$ cat src/lae_pkg.sv
// Constants for the line alarm, error and interrupt control block.
// Assumes one 125 MHz clock in which every clock cycle is one bit interval.
package lae_pkg;

    // Register byte addresses on the plain 8-bit register port.
    localparam logic [7:0] ADDR_RX_CODE = 8'h28;
    localparam logic [7:0] ADDR_LOSS_LEVEL = 8'h29;
    localparam logic [7:0] ADDR_LOSS_RESP = 8'h2C;
    localparam logic [7:0] ADDR_MAINT2 = 8'h31;
    localparam logic [7:0] ADDR_TERM = 8'h32;
    localparam logic [7:0] ADDR_LINE_IEN = 8'h33;
    localparam logic [7:0] ADDR_ERR_IEN = 8'h34;
    localparam logic [7:0] ADDR_EDGE = 8'h35;
    localparam logic [7:0] ADDR_LINE_STATUS = 8'h36;
    localparam logic [7:0] ADDR_LINE_FLAGS = 8'h3A;
    localparam logic [7:0] ADDR_ERR_FLAGS = 8'h3B;
    localparam logic [7:0] ADDR_CNT_HIGH = 8'h3C;
    localparam logic [7:0] ADDR_CNT_LOW = 8'h3D;

    // Field positions.
    localparam int RX_CODE_BIT = 0;
    localparam int CRITERION_BIT = 4;
    localparam int RX_ONES_BIT = 3;
    localparam int TX_ONES_BIT = 2;
    localparam int INJECT_BIT = 6;
    localparam int ZRUN_CRIT_BIT = 4;
    localparam int CNT_EN_LSB = 2;
    localparam int REPORT_MODE_BIT = 1;
    localparam int SNAPSHOT_BIT = 0;
    localparam int TX_TERM_LSB = 3;
    localparam int RX_TERM_LSB = 0;
    localparam int DF_BIT = 2;
    localparam int LOS_BIT = 0;
    localparam int PSUM_BIT = 6;
    localparam int TJA_BIT = 5;
    localparam int RJA_BIT = 4;
    localparam int EXZ_BIT = 2;
    localparam int CV_BIT = 1;
    localparam int CNTOV_BIT = 0;

    // Writable bit masks and reset values.
    localparam logic [7:0] MASK_RX_CODE = 8'h01;
    localparam logic [7:0] MASK_LOSS_LEVEL = 8'h1F;
    localparam logic [7:0] MASK_LOSS_RESP = 8'h1C;
    localparam logic [7:0] MASK_MAINT2 = 8'h5F;
    localparam logic [7:0] MASK_TERM = 8'h3F;
    localparam logic [7:0] MASK_LINE = 8'h05;
    localparam logic [7:0] MASK_ERR = 8'h77;
    localparam logic [7:0] RST_LOSS_LEVEL = 8'h15;
    localparam logic [7:0] RST_TERM = 8'h07;
    localparam logic [7:0] RST_ZERO = 8'h00;
    localparam logic [1:0] CNT_EN_CODE = 2'h1;

    // Loss of signal declare and clear counts, in bit intervals.
    localparam logic [10:0] DECLARE_T1231 = 11'h0AF;
    localparam logic [10:0] DECLARE_I431 = 11'h608;
    localparam logic [7:0] CLEAR_MIN_MARKS = 8'h10;
    localparam logic [6:0] CLEAR_ZERO_RUN = 7'h64;
    localparam logic [6:0] CLEAR_WINDOW_LAST = 7'h7F;

    // Excessive zero limits; an error is one zero beyond the limit.
    localparam logic [6:0] EXZ_ANSI_AMI = 7'h0F;
    localparam logic [6:0] EXZ_FCC_AMI = 7'h50;
    localparam logic [6:0] EXZ_B8ZS = 7'h07;

    // Clear level sits 4 dB above declare level, 2 dB per threshold code.
    localparam int HYST_DB = 4;
    localparam int DB_PER_CODE = 2;
    localparam logic [4:0] HYST_CODES = 5'(HYST_DB / DB_PER_CODE);

    // One second report tick.
    localparam int CLK_PERIOD_NS = 8;
    localparam int SECOND_NS = 1000000000;
    localparam int SECOND_CYCLES = SECOND_NS / CLK_PERIOD_NS;

endpackage

$ cat src/lae_line_maint.sv
// Line maintenance: loss handling, zero runs, counter, flags and interrupt.
// Assumes pins from the analog front end are asynchronous and the other
// event inputs and transmit data come from logic on the same clock.
`timescale 1ns/1ps
module lae_line_maint #(
    parameter int SECOND_CYCLES = lae_pkg::SECOND_CYCLES
) (
    input wire logic clk,
    input wire logic rstn,
    input wire logic [7:0] addr,
    input wire logic [7:0] wdata,
    input wire logic wr,
    input wire logic rd,
    output logic [7:0] rdata,
    input wire logic rx_mark_pin,
    input wire logic rx_level_low_pin,
    input wire logic rx_level_ok_pin,
    input wire logic driver_fail_pin,
    input wire logic pulse_sum_overflow,
    input wire logic tx_jitter_slip,
    input wire logic rx_jitter_slip,
    input wire logic bipolar_violation,
    input wire logic tx_data,
    output logic rx_data_out,
    output logic tx_data_out,
    output logic tx_bpv_insert,
    output logic [4:0] los_declare_code,
    output logic [4:0] los_clear_code,
    output logic [3:0] tx_match,
    output logic [3:0] rx_match,
    output logic rx_term_bypass,
    output logic int_n
);
    import lae_pkg::*;

    // Software registers.
    logic [7:0] rx_code_reg;
    logic [7:0] loss_level_reg;
    logic [7:0] loss_resp_reg;
    logic [7:0] maint2_reg;
    logic [7:0] term_reg;
    logic [7:0] line_ien_reg;
    logic [7:0] err_ien_reg;
    logic [7:0] edge_reg;
    logic [7:0] line_flags;
    logic [7:0] err_flags;
    logic [15:0] count_hold;

    // Line side state.
    logic [3:0] pin_s1;
    logic [3:0] pin_s2;
    logic rx_mark_s;
    logic level_low_s;
    logic level_ok_s;
    logic driver_fail_state;
    logic signal_loss_state;
    logic driver_fail_prev;
    logic signal_loss_prev;
    logic inject_prev;
    logic snapshot_prev;
    logic [6:0] zero_run;
    logic [15:0] zero_count;
    logic [31:0] second_timer;
    logic second_tick;
    logic zero_event;
    logic [6:0] zero_limit;
    logic count_enable;
    logic [7:0] line_set;
    logic [7:0] err_set;
    logic [7:0] line_clr;
    logic [7:0] err_clr;
    logic [7:0] next_rdata;

    // A flag applies the write-one clear before it picks up its set.
    function automatic logic [7:0] next_flags(input logic [7:0] cur,
                                             input logic [7:0] set,
                                             input logic [7:0] clr);
        return set | (cur & ~clr);
    endfunction

    // Edge mode 0 sees a rise only, edge mode 1 sees any change.
    function automatic logic status_event(input logic prev,
                                          input logic cur,
                                          input logic any_change);
        return any_change ? (prev ^ cur) : (~prev & cur);
    endfunction

    // Decodes a three-bit impedance code into one-hot matching selects; bit 2 set gives none.
    function automatic logic [3:0] match_decode(input logic [2:0] code);
        return code[2] ? 4'h0 : 4'(4'h1 << code[1:0]);
    endfunction

    assign rx_mark_s = pin_s2[0];
    assign level_low_s = pin_s2[1];
    assign level_ok_s = pin_s2[2];
    assign driver_fail_state = pin_s2[3];

    // Two-flop synchronisers for the analog front end pins.
    always_ff @(posedge clk) begin
        if (!rstn) begin
            pin_s1 <= 4'h0;
            pin_s2 <= 4'h0;
        end else begin
            pin_s1 <= {driver_fail_pin, rx_level_ok_pin, rx_level_low_pin,
                       rx_mark_pin};
            pin_s2 <= pin_s1;
        end
    end

    // Loss of signal declare and clear.
    lae_loss_detect u_loss (
        .clk(clk),
        .rstn(rstn),
        .bit_mark(rx_mark_s),
        .level_low(level_low_s),
        .level_ok(level_ok_s),
        .criterion(loss_resp_reg[CRITERION_BIT]),
        .loss(signal_loss_state)
    );

    // Control register writes; only documented bits are kept.
    always_ff @(posedge clk) begin
        if (!rstn) begin
            rx_code_reg <= RST_ZERO;
            loss_level_reg <= RST_LOSS_LEVEL;
            loss_resp_reg <= RST_ZERO;
            maint2_reg <= RST_ZERO;
            term_reg <= RST_TERM;
            line_ien_reg <= RST_ZERO;
            err_ien_reg <= RST_ZERO;
            edge_reg <= RST_ZERO;
        end else if (wr) begin
            unique case (addr)
                ADDR_RX_CODE: rx_code_reg <= wdata & MASK_RX_CODE;
                ADDR_LOSS_LEVEL: loss_level_reg <= wdata & MASK_LOSS_LEVEL;
                ADDR_LOSS_RESP: loss_resp_reg <= wdata & MASK_LOSS_RESP;
                ADDR_MAINT2: maint2_reg <= wdata & MASK_MAINT2;
                ADDR_TERM: term_reg <= wdata & MASK_TERM;
                ADDR_LINE_IEN: line_ien_reg <= wdata & MASK_LINE;
                ADDR_ERR_IEN: err_ien_reg <= wdata & MASK_ERR;
                ADDR_EDGE: edge_reg <= wdata & MASK_LINE;
                default: ;
            endcase
        end
    end

    // One violation per rising edge of the inject bit.
    always_ff @(posedge clk) begin
        if (!rstn) begin
            inject_prev <= 1'b0;
            tx_bpv_insert <= 1'b0;
        end else begin
            inject_prev <= maint2_reg[INJECT_BIT];
            tx_bpv_insert <= maint2_reg[INJECT_BIT] & ~inject_prev;
        end
    end

    // All-ones insertion while loss of signal stands.
    always_ff @(posedge clk) begin
        if (!rstn) begin
            rx_data_out <= 1'b0;
            tx_data_out <= 1'b0;
        end else begin
            rx_data_out <= rx_mark_s |
                (loss_resp_reg[RX_ONES_BIT] & signal_loss_state);
            tx_data_out <= tx_data |
                (loss_resp_reg[TX_ONES_BIT] & signal_loss_state);
        end
    end

    // Declare and clear level codes for the front end comparators.
    always_ff @(posedge clk) begin
        if (!rstn) begin
            los_declare_code <= RST_LOSS_LEVEL[4:0];
            los_clear_code <= RST_LOSS_LEVEL[4:0] - HYST_CODES;
        end else begin
            los_declare_code <= loss_level_reg[4:0];
            if (loss_level_reg[4:0] >= HYST_CODES) begin
                los_clear_code <= loss_level_reg[4:0] - HYST_CODES;
            end else begin
                los_clear_code <= 5'h00;
            end
        end
    end

    // Impedance matching selects.
    always_ff @(posedge clk) begin
        if (!rstn) begin
            tx_match <= match_decode(RST_TERM[TX_TERM_LSB +: 3]);
            rx_match <= match_decode(RST_TERM[RX_TERM_LSB +: 3]);
            rx_term_bypass <= RST_TERM[RX_TERM_LSB + 2];
        end else begin
            tx_match <= match_decode(term_reg[TX_TERM_LSB +: 3]);
            rx_match <= match_decode(term_reg[RX_TERM_LSB +: 3]);
            rx_term_bypass <= term_reg[RX_TERM_LSB + 2];
        end
    end

    // Zero run limit from criterion and receive line code.
    always_comb begin
        if (!rx_code_reg[RX_CODE_BIT]) begin
            zero_limit = EXZ_B8ZS;
        end else if (maint2_reg[ZRUN_CRIT_BIT]) begin
            zero_limit = EXZ_FCC_AMI;
        end else begin
            zero_limit = EXZ_ANSI_AMI;
        end
        zero_event = ~rx_mark_s & (zero_run == zero_limit);
        count_enable = maint2_reg[CNT_EN_LSB +: 2] == CNT_EN_CODE;
    end

    // Consecutive zero counter on received data, saturating.
    always_ff @(posedge clk) begin
        if (!rstn || rx_mark_s) begin
            zero_run <= 7'h00;
        end else if (zero_run != 7'h7F) begin
            zero_run <= zero_run + 7'h01;
        end
    end

    // Internal 16-bit excessive zero counter.
    always_ff @(posedge clk) begin
        if (!rstn) begin
            zero_count <= 16'h0000;
        end else if (zero_event && count_enable) begin
            zero_count <= zero_count + 16'h0001;
        end
    end

    // One second report tick.
    always_ff @(posedge clk) begin
        if (!rstn || second_tick) begin
            second_timer <= 32'h00000000;
        end else begin
            second_timer <= second_timer + 32'h00000001;
        end
    end
    assign second_tick = second_timer == 32'(SECOND_CYCLES - 1);

    // Counter hold registers, manual or automatic.
    always_ff @(posedge clk) begin
        if (!rstn) begin
            snapshot_prev <= 1'b0;
            count_hold <= 16'h0000;
        end else begin
            snapshot_prev <= maint2_reg[SNAPSHOT_BIT];
            if (maint2_reg[REPORT_MODE_BIT]) begin
                if (second_tick) begin
                    count_hold <= zero_count;
                end
            end else if (maint2_reg[SNAPSHOT_BIT] && !snapshot_prev) begin
                count_hold <= zero_count;
            end
        end
    end

    // Event sources and write-one clears for both flag registers.
    always_comb begin
        line_set = 8'h00;
        err_set = 8'h00;
        line_set[DF_BIT] = status_event(driver_fail_prev, driver_fail_state,
                                        edge_reg[DF_BIT]);
        line_set[LOS_BIT] = status_event(signal_loss_prev, signal_loss_state,
                                         edge_reg[LOS_BIT]);
        err_set[PSUM_BIT] = pulse_sum_overflow;
        err_set[TJA_BIT] = tx_jitter_slip;
        err_set[RJA_BIT] = rx_jitter_slip;
        err_set[EXZ_BIT] = zero_event;
        err_set[CV_BIT] = bipolar_violation;
        err_set[CNTOV_BIT] = zero_event & count_enable &
                             (zero_count == 16'hFFFF);
        line_clr = (wr && addr == ADDR_LINE_FLAGS) ? wdata & MASK_LINE : 8'h00;
        err_clr = (wr && addr == ADDR_ERR_FLAGS) ? wdata & MASK_ERR : 8'h00;
    end

    // Sticky flags; a set in the clearing cycle wins.
    always_ff @(posedge clk) begin
        if (!rstn) begin
            driver_fail_prev <= 1'b0;
            signal_loss_prev <= 1'b0;
            line_flags <= 8'h00;
            err_flags <= 8'h00;
        end else begin
            driver_fail_prev <= driver_fail_state;
            signal_loss_prev <= signal_loss_state;
            line_flags <= next_flags(line_flags, line_set, line_clr);
            err_flags <= next_flags(err_flags, err_set, err_clr);
        end
    end

    // Interrupt pin, active low, from enabled flags.
    always_ff @(posedge clk) begin
        if (!rstn) begin
            int_n <= 1'b1;
        end else begin
            int_n <= ~(|(line_flags & line_ien_reg) |
                       |(err_flags & err_ien_reg));
        end
    end

    // Read multiplexer; unmapped addresses read zero.
    always_comb begin
        next_rdata = 8'h00;
        unique case (addr)
            ADDR_RX_CODE: next_rdata = rx_code_reg;
            ADDR_LOSS_LEVEL: next_rdata = loss_level_reg;
            ADDR_LOSS_RESP: next_rdata = loss_resp_reg;
            ADDR_MAINT2: next_rdata = maint2_reg;
            ADDR_TERM: next_rdata = term_reg;
            ADDR_LINE_IEN: next_rdata = line_ien_reg;
            ADDR_ERR_IEN: next_rdata = err_ien_reg;
            ADDR_EDGE: next_rdata = edge_reg;
            ADDR_LINE_STATUS: begin
                next_rdata[DF_BIT] = driver_fail_state;
                next_rdata[LOS_BIT] = signal_loss_state;
            end
            ADDR_LINE_FLAGS: next_rdata = line_flags;
            ADDR_ERR_FLAGS: next_rdata = err_flags;
            ADDR_CNT_HIGH: next_rdata = count_hold[15:8];
            ADDR_CNT_LOW: next_rdata = count_hold[7:0];
            default: next_rdata = 8'h00;
        endcase
    end

    // Read data stands in the cycle after the strobe only.
    always_ff @(posedge clk) begin
        if (!rstn || !rd) begin
            rdata <= 8'h00;
        end else begin
            rdata <= next_rdata;
        end
    end
endmodule

$ cat src/lae_loss_detect.sv
// Loss of signal declare and clear detector.
// Assumes synchronised level and mark inputs, one bit interval per clock.
`timescale 1ns/1ps
module lae_loss_detect (
    input wire logic clk,
    input wire logic rstn,
    input wire logic bit_mark,
    input wire logic level_low,
    input wire logic level_ok,
    input wire logic criterion,
    output logic loss
);
    import lae_pkg::*;

    logic [10:0] low_run;
    logic [10:0] declare_len;
    logic [6:0] win_pos;
    logic [7:0] marks;
    logic [6:0] zero_run;
    logic bad;
    logic [7:0] next_marks;
    logic [6:0] next_zero_run;
    logic next_bad;

    // Window terms including the bit of this cycle.
    always_comb begin
        declare_len = criterion ? DECLARE_I431 : DECLARE_T1231;
        next_marks = marks + 8'(bit_mark);
        next_zero_run = bit_mark ? 7'h00 : zero_run + 7'h01;
        next_bad = bad | ~level_ok | (next_zero_run >= CLEAR_ZERO_RUN);
    end

    // Counts consecutive low-level bit intervals, saturating.
    always_ff @(posedge clk) begin
        if (!rstn) begin
            low_run <= 11'h000;
        end else if (!level_low) begin
            low_run <= 11'h000;
        end else if (low_run != 11'h7FF) begin
            low_run <= low_run + 11'h001;
        end
    end

    // Clear window of 128 bit periods, restarted while no loss stands.
    always_ff @(posedge clk) begin
        if (!rstn || !loss || win_pos == CLEAR_WINDOW_LAST) begin
            win_pos <= 7'h00;
            marks <= 8'h00;
            zero_run <= 7'h00;
            bad <= 1'b0;
        end else begin
            win_pos <= win_pos + 7'h01;
            marks <= next_marks;
            zero_run <= next_zero_run;
            bad <= next_bad;
        end
    end

    // Declares after the full low run, clears on a clean window.
    always_ff @(posedge clk) begin
        if (!rstn) begin
            loss <= 1'b0;
        end else if (!loss) begin
            if (level_low && low_run == declare_len - 11'h001) begin
                loss <= 1'b1;
            end
        end else if (win_pos == CLEAR_WINDOW_LAST && !next_bad &&
                     next_marks >= CLEAR_MIN_MARKS) begin
            loss <= 1'b0;
        end
    end
endmodule

$ cat config.mk
export PLATFORM = sky130hd
export DESIGN_NAME = lae_line_maint
export DESIGN_NICKNAME = d
export VERILOG_FILES = /design/src/lae_pkg.sv /design/src/lae_line_maint.sv /design/src/lae_loss_detect.sv
export SDC_FILE = /design/constraint.sdc
export NUM_CORES = 1
export LEC_CHECK = 0
export BUFFER_PORTS_ARGS = -buffer_cell sky130_fd_sc_hd__buf_4
export CORE_ASPECT_RATIO = 1.5
export CORE_MARGIN = 2
export CORE_UTILIZATION = 50
export DETAILED_ROUTE_END_ITERATION = 16
export PLACE_DENSITY = 0.68
export REMOVE_ABC_BUFFERS = 1
export SYNTH_ARGS = -nofsm -noshare
export SYNTH_HDL_FRONTEND = slang
export SYNTH_SLANG_ARGS = --single-unit
$ cat constraint.sdc
create_clock -name clk -period 3.3 [get_ports clk]
set_input_delay 0.33 -clock clk [delete_from_list [all_inputs] [get_ports clk]]
set_output_delay 0.33 -clock clk [all_outputs]
set_load 0.02 [all_outputs]
======== Word level (Yosys, flattened, before mapping) ========
Index checks and enable logic that the tools add are counted.
word-level totals
  memory bits (read-only) ................. 0
  latch bits .............................. 0
  output and inout bits ................... 31
  logic and storage cells ................. 157
  input bits .............................. 29
  register bits ........................... 196
  bits in writable memories ............... 0
  memories kept ........................... 0
operators by class
  magnitude comparators ................... 3
  equal/unequal tests ..................... 22
  shift operators ......................... 2
  mux-type cells .......................... 20
  $mul .................................... 0
  add/sub/neg operators ................... 9
  reductions and logical operators ........ 33
  div/mod/pow operators ................... 0
  bitwise logic cells ..................... 30
operators by type and width
  kind                     count
  $eq A8 B6 Y1 const B     13
  $mux W16                 3
  $pmux W5 S9              1
  $add A32 B1 Y32 const B  1
  $eq A32 B27 Y1 const B   1
  $mux W7                  4
  $pmux W1 S12             2
  $reduce_and A2 Y1        11
  $add A7 B1 Y7 const B    3
  $add A16 B1 Y16 const B  1
  $and A8 B8 Y8            2
  $eq A16 B16 Y1 const B   1
  $reduce_or A8 Y1         2
  $add A11 B1 Y11 const B  1
  $eq A11 B11 Y1           1
  $mux W11                 1
  $ne A11 B11 Y1 const B   1
  $sub A11 B1 Y11 const B  1
  $add A8 B1 Y8            1
  $and A1 B1 Y1            8
  $and A8 B3 Y8            1
  $and A8 B7 Y8            1
  $ge A8 B5 Y1 const B     1
  $not A3 Y8               1
  other kinds (24)         56

======== Logic depth before layout (Yosys ltp) ========
  depth in word-level cells ............... 9
  mapped depth ............................ 8
  gate-level depth less buffers ........... 6

======== By module ========
Synthesis repeated with hierarchy kept, for this count alone.
second synthesis, totals
  cell total of the unflattened synthesis .. 931
  area total of the unflattened synthesis .. 8,271.7 µm²
by module, submodules not included
  module           sequential area each (µm²)  times used  cells each  area each (µm²)
  lae_line_maint   3,062.9                     1           750         6,688.9
  lae_loss_detect  700.7                       1           181         1,582.8

======== Worst setup path after synthesis ========
No wires, ideal clock.
  path kind ............................... register -> register
  start ................................... register second_timer[13]
  end ..................................... register second_timer[23]
  path buffers ............................ 2
  setup time .............................. 115 ps
  stages on the path, launching flop included .. 8
  data required time ...................... 3,185 ps
  clock period less this slack ............ 2,092 ps
  slack ................................... 1,208 ps
  arrival time ............................ 1,978 ps
  cells stage by stage .................... dfxtp_1 > or4_1 > or4_4 > nor3_4 > nand2b_1 > buf_4 > buf_4 > nor2_1
on the way
  longest elaborated chain between the ends .. 2
  elaborated cells on any way between the ends .. 3
  those cells by class .................... add/sub (1); eq/ne (1); reduce/logical (1)
RTL lines
  element                                                                  RTL line               text
  from (decl)                                                              lae_line_maint.sv:63   logic [31:0] second_timer;
  from (signal assigned)                                                   lae_line_maint.sv:235  second_timer <= second_timer + 32'h00000001;
  parallel branches: the longest is 2 deep, another holds $add A32 B1 Y32  -
Several ways; the timed one is not identified.
A chain may end at the register's enable or synchronous reset.

======== Worst setup path in the final report ========
  start ................................... register second_timer[13]
  end ..................................... register second_timer[25]
Same word-level chain as after synthesis.

==> parameters.txt <==
Parameter                              Value

Floorplan
  Row cnt    57
  DIE HEIGHT    about 160 um
  Placeable core region    around 16,000 sq um
  Initial cell density of the core    0.5080
  Total die area    between 15,000 and 20,000 sq um
  Floorplan die width    108.3 um
  Top-level port count    60

Layout
  Antenna diodes    0
  Leading cell types in the layout, fill and taps excluded    sky130_fd_sc_hd__dfxtp_1 (188), sky130_fd_sc_hd__nor2_1 (116), sky130_fd_sc_hd__nand2_1 (94)
  Largest regs    second_timer: 32 flops, count_hold: 16 flops, zero_count: 16 flops
  Most common library cell in the layout ignoring fill and taps    sky130_fd_sc_hd__dfxtp_1
  Area growth from synthesis to layout    14.09%
  Register bank with the most flops    second_timer
  Max FFs per register    32
  Filler cell count in the final layout    approximately 1,500
  Number of nets in the layout    around 1,000
  Post-route cell area    just over 9000 sq um
  Proportion of layout cells with a drive suffix above 1    0.1236

Route
  Post-DR wirelength/cell    15.91 um
  Total number of vias    around 6,700
  Number of DRC violations after detailed-routing iteration 0    roughly 330
  Avg Vias per Cell    about 5.7
  Antenna Nets Post-Route    0
  DRC Markers    0
  DRT Wirelength    ~19 mm
  Count of TritonRoute iterations in the first routing pass    5

Setup path
  Family with the most delay on the worst path    simple AND/OR/NAND/NOR gates
  Depth of the critical timing path with buffers and inverters included    6
  Reg2reg path depth    6
  Critical path's largest stage delay    520 ps
  Series of cell instances along the critical path    or4_1 -> or4_4 -> nor3_4 -> nand2b_1 -> buf_4 -> nor2_1
  Endpoint kind of the worst setup timing path    flip-flop
  Worst endpoint required time    ~3600 ps
  Maximum net fanout on the critical path    29
  Count of buffering cells on the critical path with inverters included    1
  Category of the critical setup timing path    reg -> reg
  Max stage delay cell, worst path    sky130_fd_sc_hd__or4_1
  Arrival time of the worst setup path    around 2600 ps
  Worst setup SP type    flip-flop

Global routing
  Most Crowded Layer GR    met2
  Number of antenna violations at the first check in global routing    0
  GRT met2 Usage    0.3902
  Number of global-route vias before repair    6,276
  Total gr overflow    0
  Gr usage total    0.2225
  Global-route wire length before repair    ~31 mm
  GR Util met3    0.04911
  GR Layer Usage met1    0.2638
  Largest net degree at the start of global routing    36

Clocking
  Clock slew at reported path FFs    approximately 70 ps
  Num Clock Sinks    188
  CTS tree    yes
  Resized cells post-CTS    0
  Number of buffers between clock root and the deepest sink    2
  Hold buffer count at cts    0
  Clock latency of the later-clocked register in the worst-skew pair    430 ps
  Num CTS Buffers    17
  Cell chosen for the clock root    sky130_fd_sc_hd__clkbuf_16
  Total setup buffers inserted after CTS    0
  Maximum level of the CTS H-tree    4

Power and ir drop
  P_leak    between 3 and 4 nW
  Total power density per cell area    around 470 nW/um^2
  VDD IR-drop max    ~310 uV

Synthesis
  Number of enable flip-flop cells after synthesis    0
  Fraction of registers with async set/reset    0
  Sequential element share of the synthesized area    0.4617
  Synth cell types    67
  Cell accounting for the most synthesized area    sky130_fd_sc_hd__dfxtp_1
  Top area cells in the synthesized netlist    sky130_fd_sc_hd__dfxtp_1 (46%), sky130_fd_sc_hd__mux2i_1 (5.8%), sky130_fd_sc_hd__nor2_1 (5.3%), sky130_fd_sc_hd__nand2_1 (4.3%), sky130_fd_sc_hd__xor2_1 (4.0%)
  Area of the mapped netlist    just over 8000 sq um
  Count of mapped cells out of synthesis    slightly above 900
  Synth top area share    0.4617
  Mean instance size in the synthesized netlist    a little under 9 sq um
  Register bit count reported by yosys    between 150 and 200
  Most used flip-flop cell after synthesis    sky130_fd_sc_hd__dfxtp_1
  Count of synthesis-stage warnings from yosys    0

STA
  Slew headroom    0.4019
  Layout Skew    approximately 13 ps
  Unrepaired setup endpoints after global routing    no
  Final Max Slew Viols    0
  Post-layout min period    2287 ps
  Number of setup violations in the final report    0
  Transition time at the pin with the least slew margin    approximately 900 ps
  Portion of the clock cycle consumed by the worst path in the final layout    0.6932
  Final TNS setup    0 ps
  Maximum clock rate    approximately 440 MHz
  Hold violation count in the final report    0

Hold path
  Worst hold path class    in -> reg
  Depth of the worst hold-timing path    2

Placement
  Estimated wirelength of the detail-placed design    13.18 mm
  IO buf count    58
  Post-Place Cell Area    around 8700 sq um
  Final Wtd Congestion    between 0.8 and 0.9

Status
  Outcome    finished, final reports clean

Run
  Max-capacitance violation count    0
## where the power goes
group / total (W) / leakage, nW / internal, W / switching, W
combinational: 0.000164 / 1.72 / 0.0000606 / 0.000104
sequential: 0.00230 / 1.52 / 0.00229 / 0.0000157
clock: 0.00193 / 0.268 / 0.00104 / 0.000885
## metrics by stage
step / setup WS [ps] / std cells / power (W) / utilization / hold WS [ps]
final: 1013 / 1177 / 0.004394 / 0.5796 / 104.3
after detailed placement: 964.8 / 1145 / 0.002515 / 0.5453 / 385.6
after CTS: 1010 / 1177 / 0.004426 / 0.5796 / 89.08
after global routing: 822.3 / 1177 / 0.004536 / 0.5796 / 88.93
after global placement: 981.2 / 1145 / 0.002514 / 0.5453 / 379.2
after floorplan: 952.5 / 872 / 0.002414 / - / 367.4
## layout make-up
cell class / count / area [sq um] / share of cell area
Tap cell: 206 / 257.7 / 0.02771
Timing Repair Buffer: 67 / 515.5 / 0.05543
Multi-Input combinational cell: 663 / 4134 / 0.4445
Clock inverter: 13 / 117.6 / 0.01265
Clock buffer: 19 / 432.9 / 0.04655
Inverter: 21 / 78.83 / 0.008476
Sequential cell: 188 / 3764 / 0.4047
## cell usage after synthesis (7+ instances only)
cell type	n
sky130_fd_sc_hd__dfxtp_1	188
sky130_fd_sc_hd__nor2_1	116
sky130_fd_sc_hd__nand2_1	94
sky130_fd_sc_hd__nand3_1	53
sky130_fd_sc_hd__mux2i_1	47
sky130_fd_sc_hd__xor2_1	37
sky130_fd_sc_hd__a21oi_1	30
sky130_fd_sc_hd__clkbuf_1	30
sky130_fd_sc_hd__nand4_1	27
sky130_fd_sc_hd__inv_1	21
sky130_fd_sc_hd__nand2b_1	20
sky130_fd_sc_hd__xnor2_1	18
sky130_fd_sc_hd__and2_1	16
sky130_fd_sc_hd__nor4_1	16
sky130_fd_sc_hd__o21ai_0	15
sky130_fd_sc_hd__and3_1	14
sky130_fd_sc_hd__nor3_1	13
sky130_fd_sc_hd__a22oi_1	11
sky130_fd_sc_hd__ha_1	11
sky130_fd_sc_hd__or4_1	11
sky130_fd_sc_hd__o31ai_1	10
sky130_fd_sc_hd__a31oi_1	9
sky130_fd_sc_hd__a32oi_1	9
sky130_fd_sc_hd__buf_1	7
sky130_fd_sc_hd__nor2b_1	7
sky130_fd_sc_hd__or3_1	7
## cells by family after synthesis
| kind of cell | Yosys count | share of synthesized area |
|---|---|---|
| multiplexers | 52 | 0.06462 |
| flip-flops | 188 | 0.4617 |
| buffers and inverters | 63 | 0.03116 |
| AO/OA/AOI/OAI | 123 | 0.1058 |
| XOR/XNOR | 55 | 0.05909 |
| AND/OR/NAND/NOR | 422 | 0.2608 |
| adder cells (fa/ha/maj) | 11 | 0.01688 |
## metal layers
layer / up-vias / part of all wire
met4: 0 / 0.022
met1: 3150 / 0.42
met5: - / 0
met3: 30 / 0.041
li1: 3326 / -
met2: 147 / 0.51
## path summary, 6_finish.rpt
kind / slack, ps / from / end
max reg2reg: 1010 / second_timer[13] / second_timer[25]
min: 100 / pulse_sum_overflow / err_flags[6]
max: 1010 / second_timer[13] / second_timer[25]
min reg2reg: 390 / inject_prev / tx_bpv_insert
Note: power is estimated with default switching activity, not from simulation.
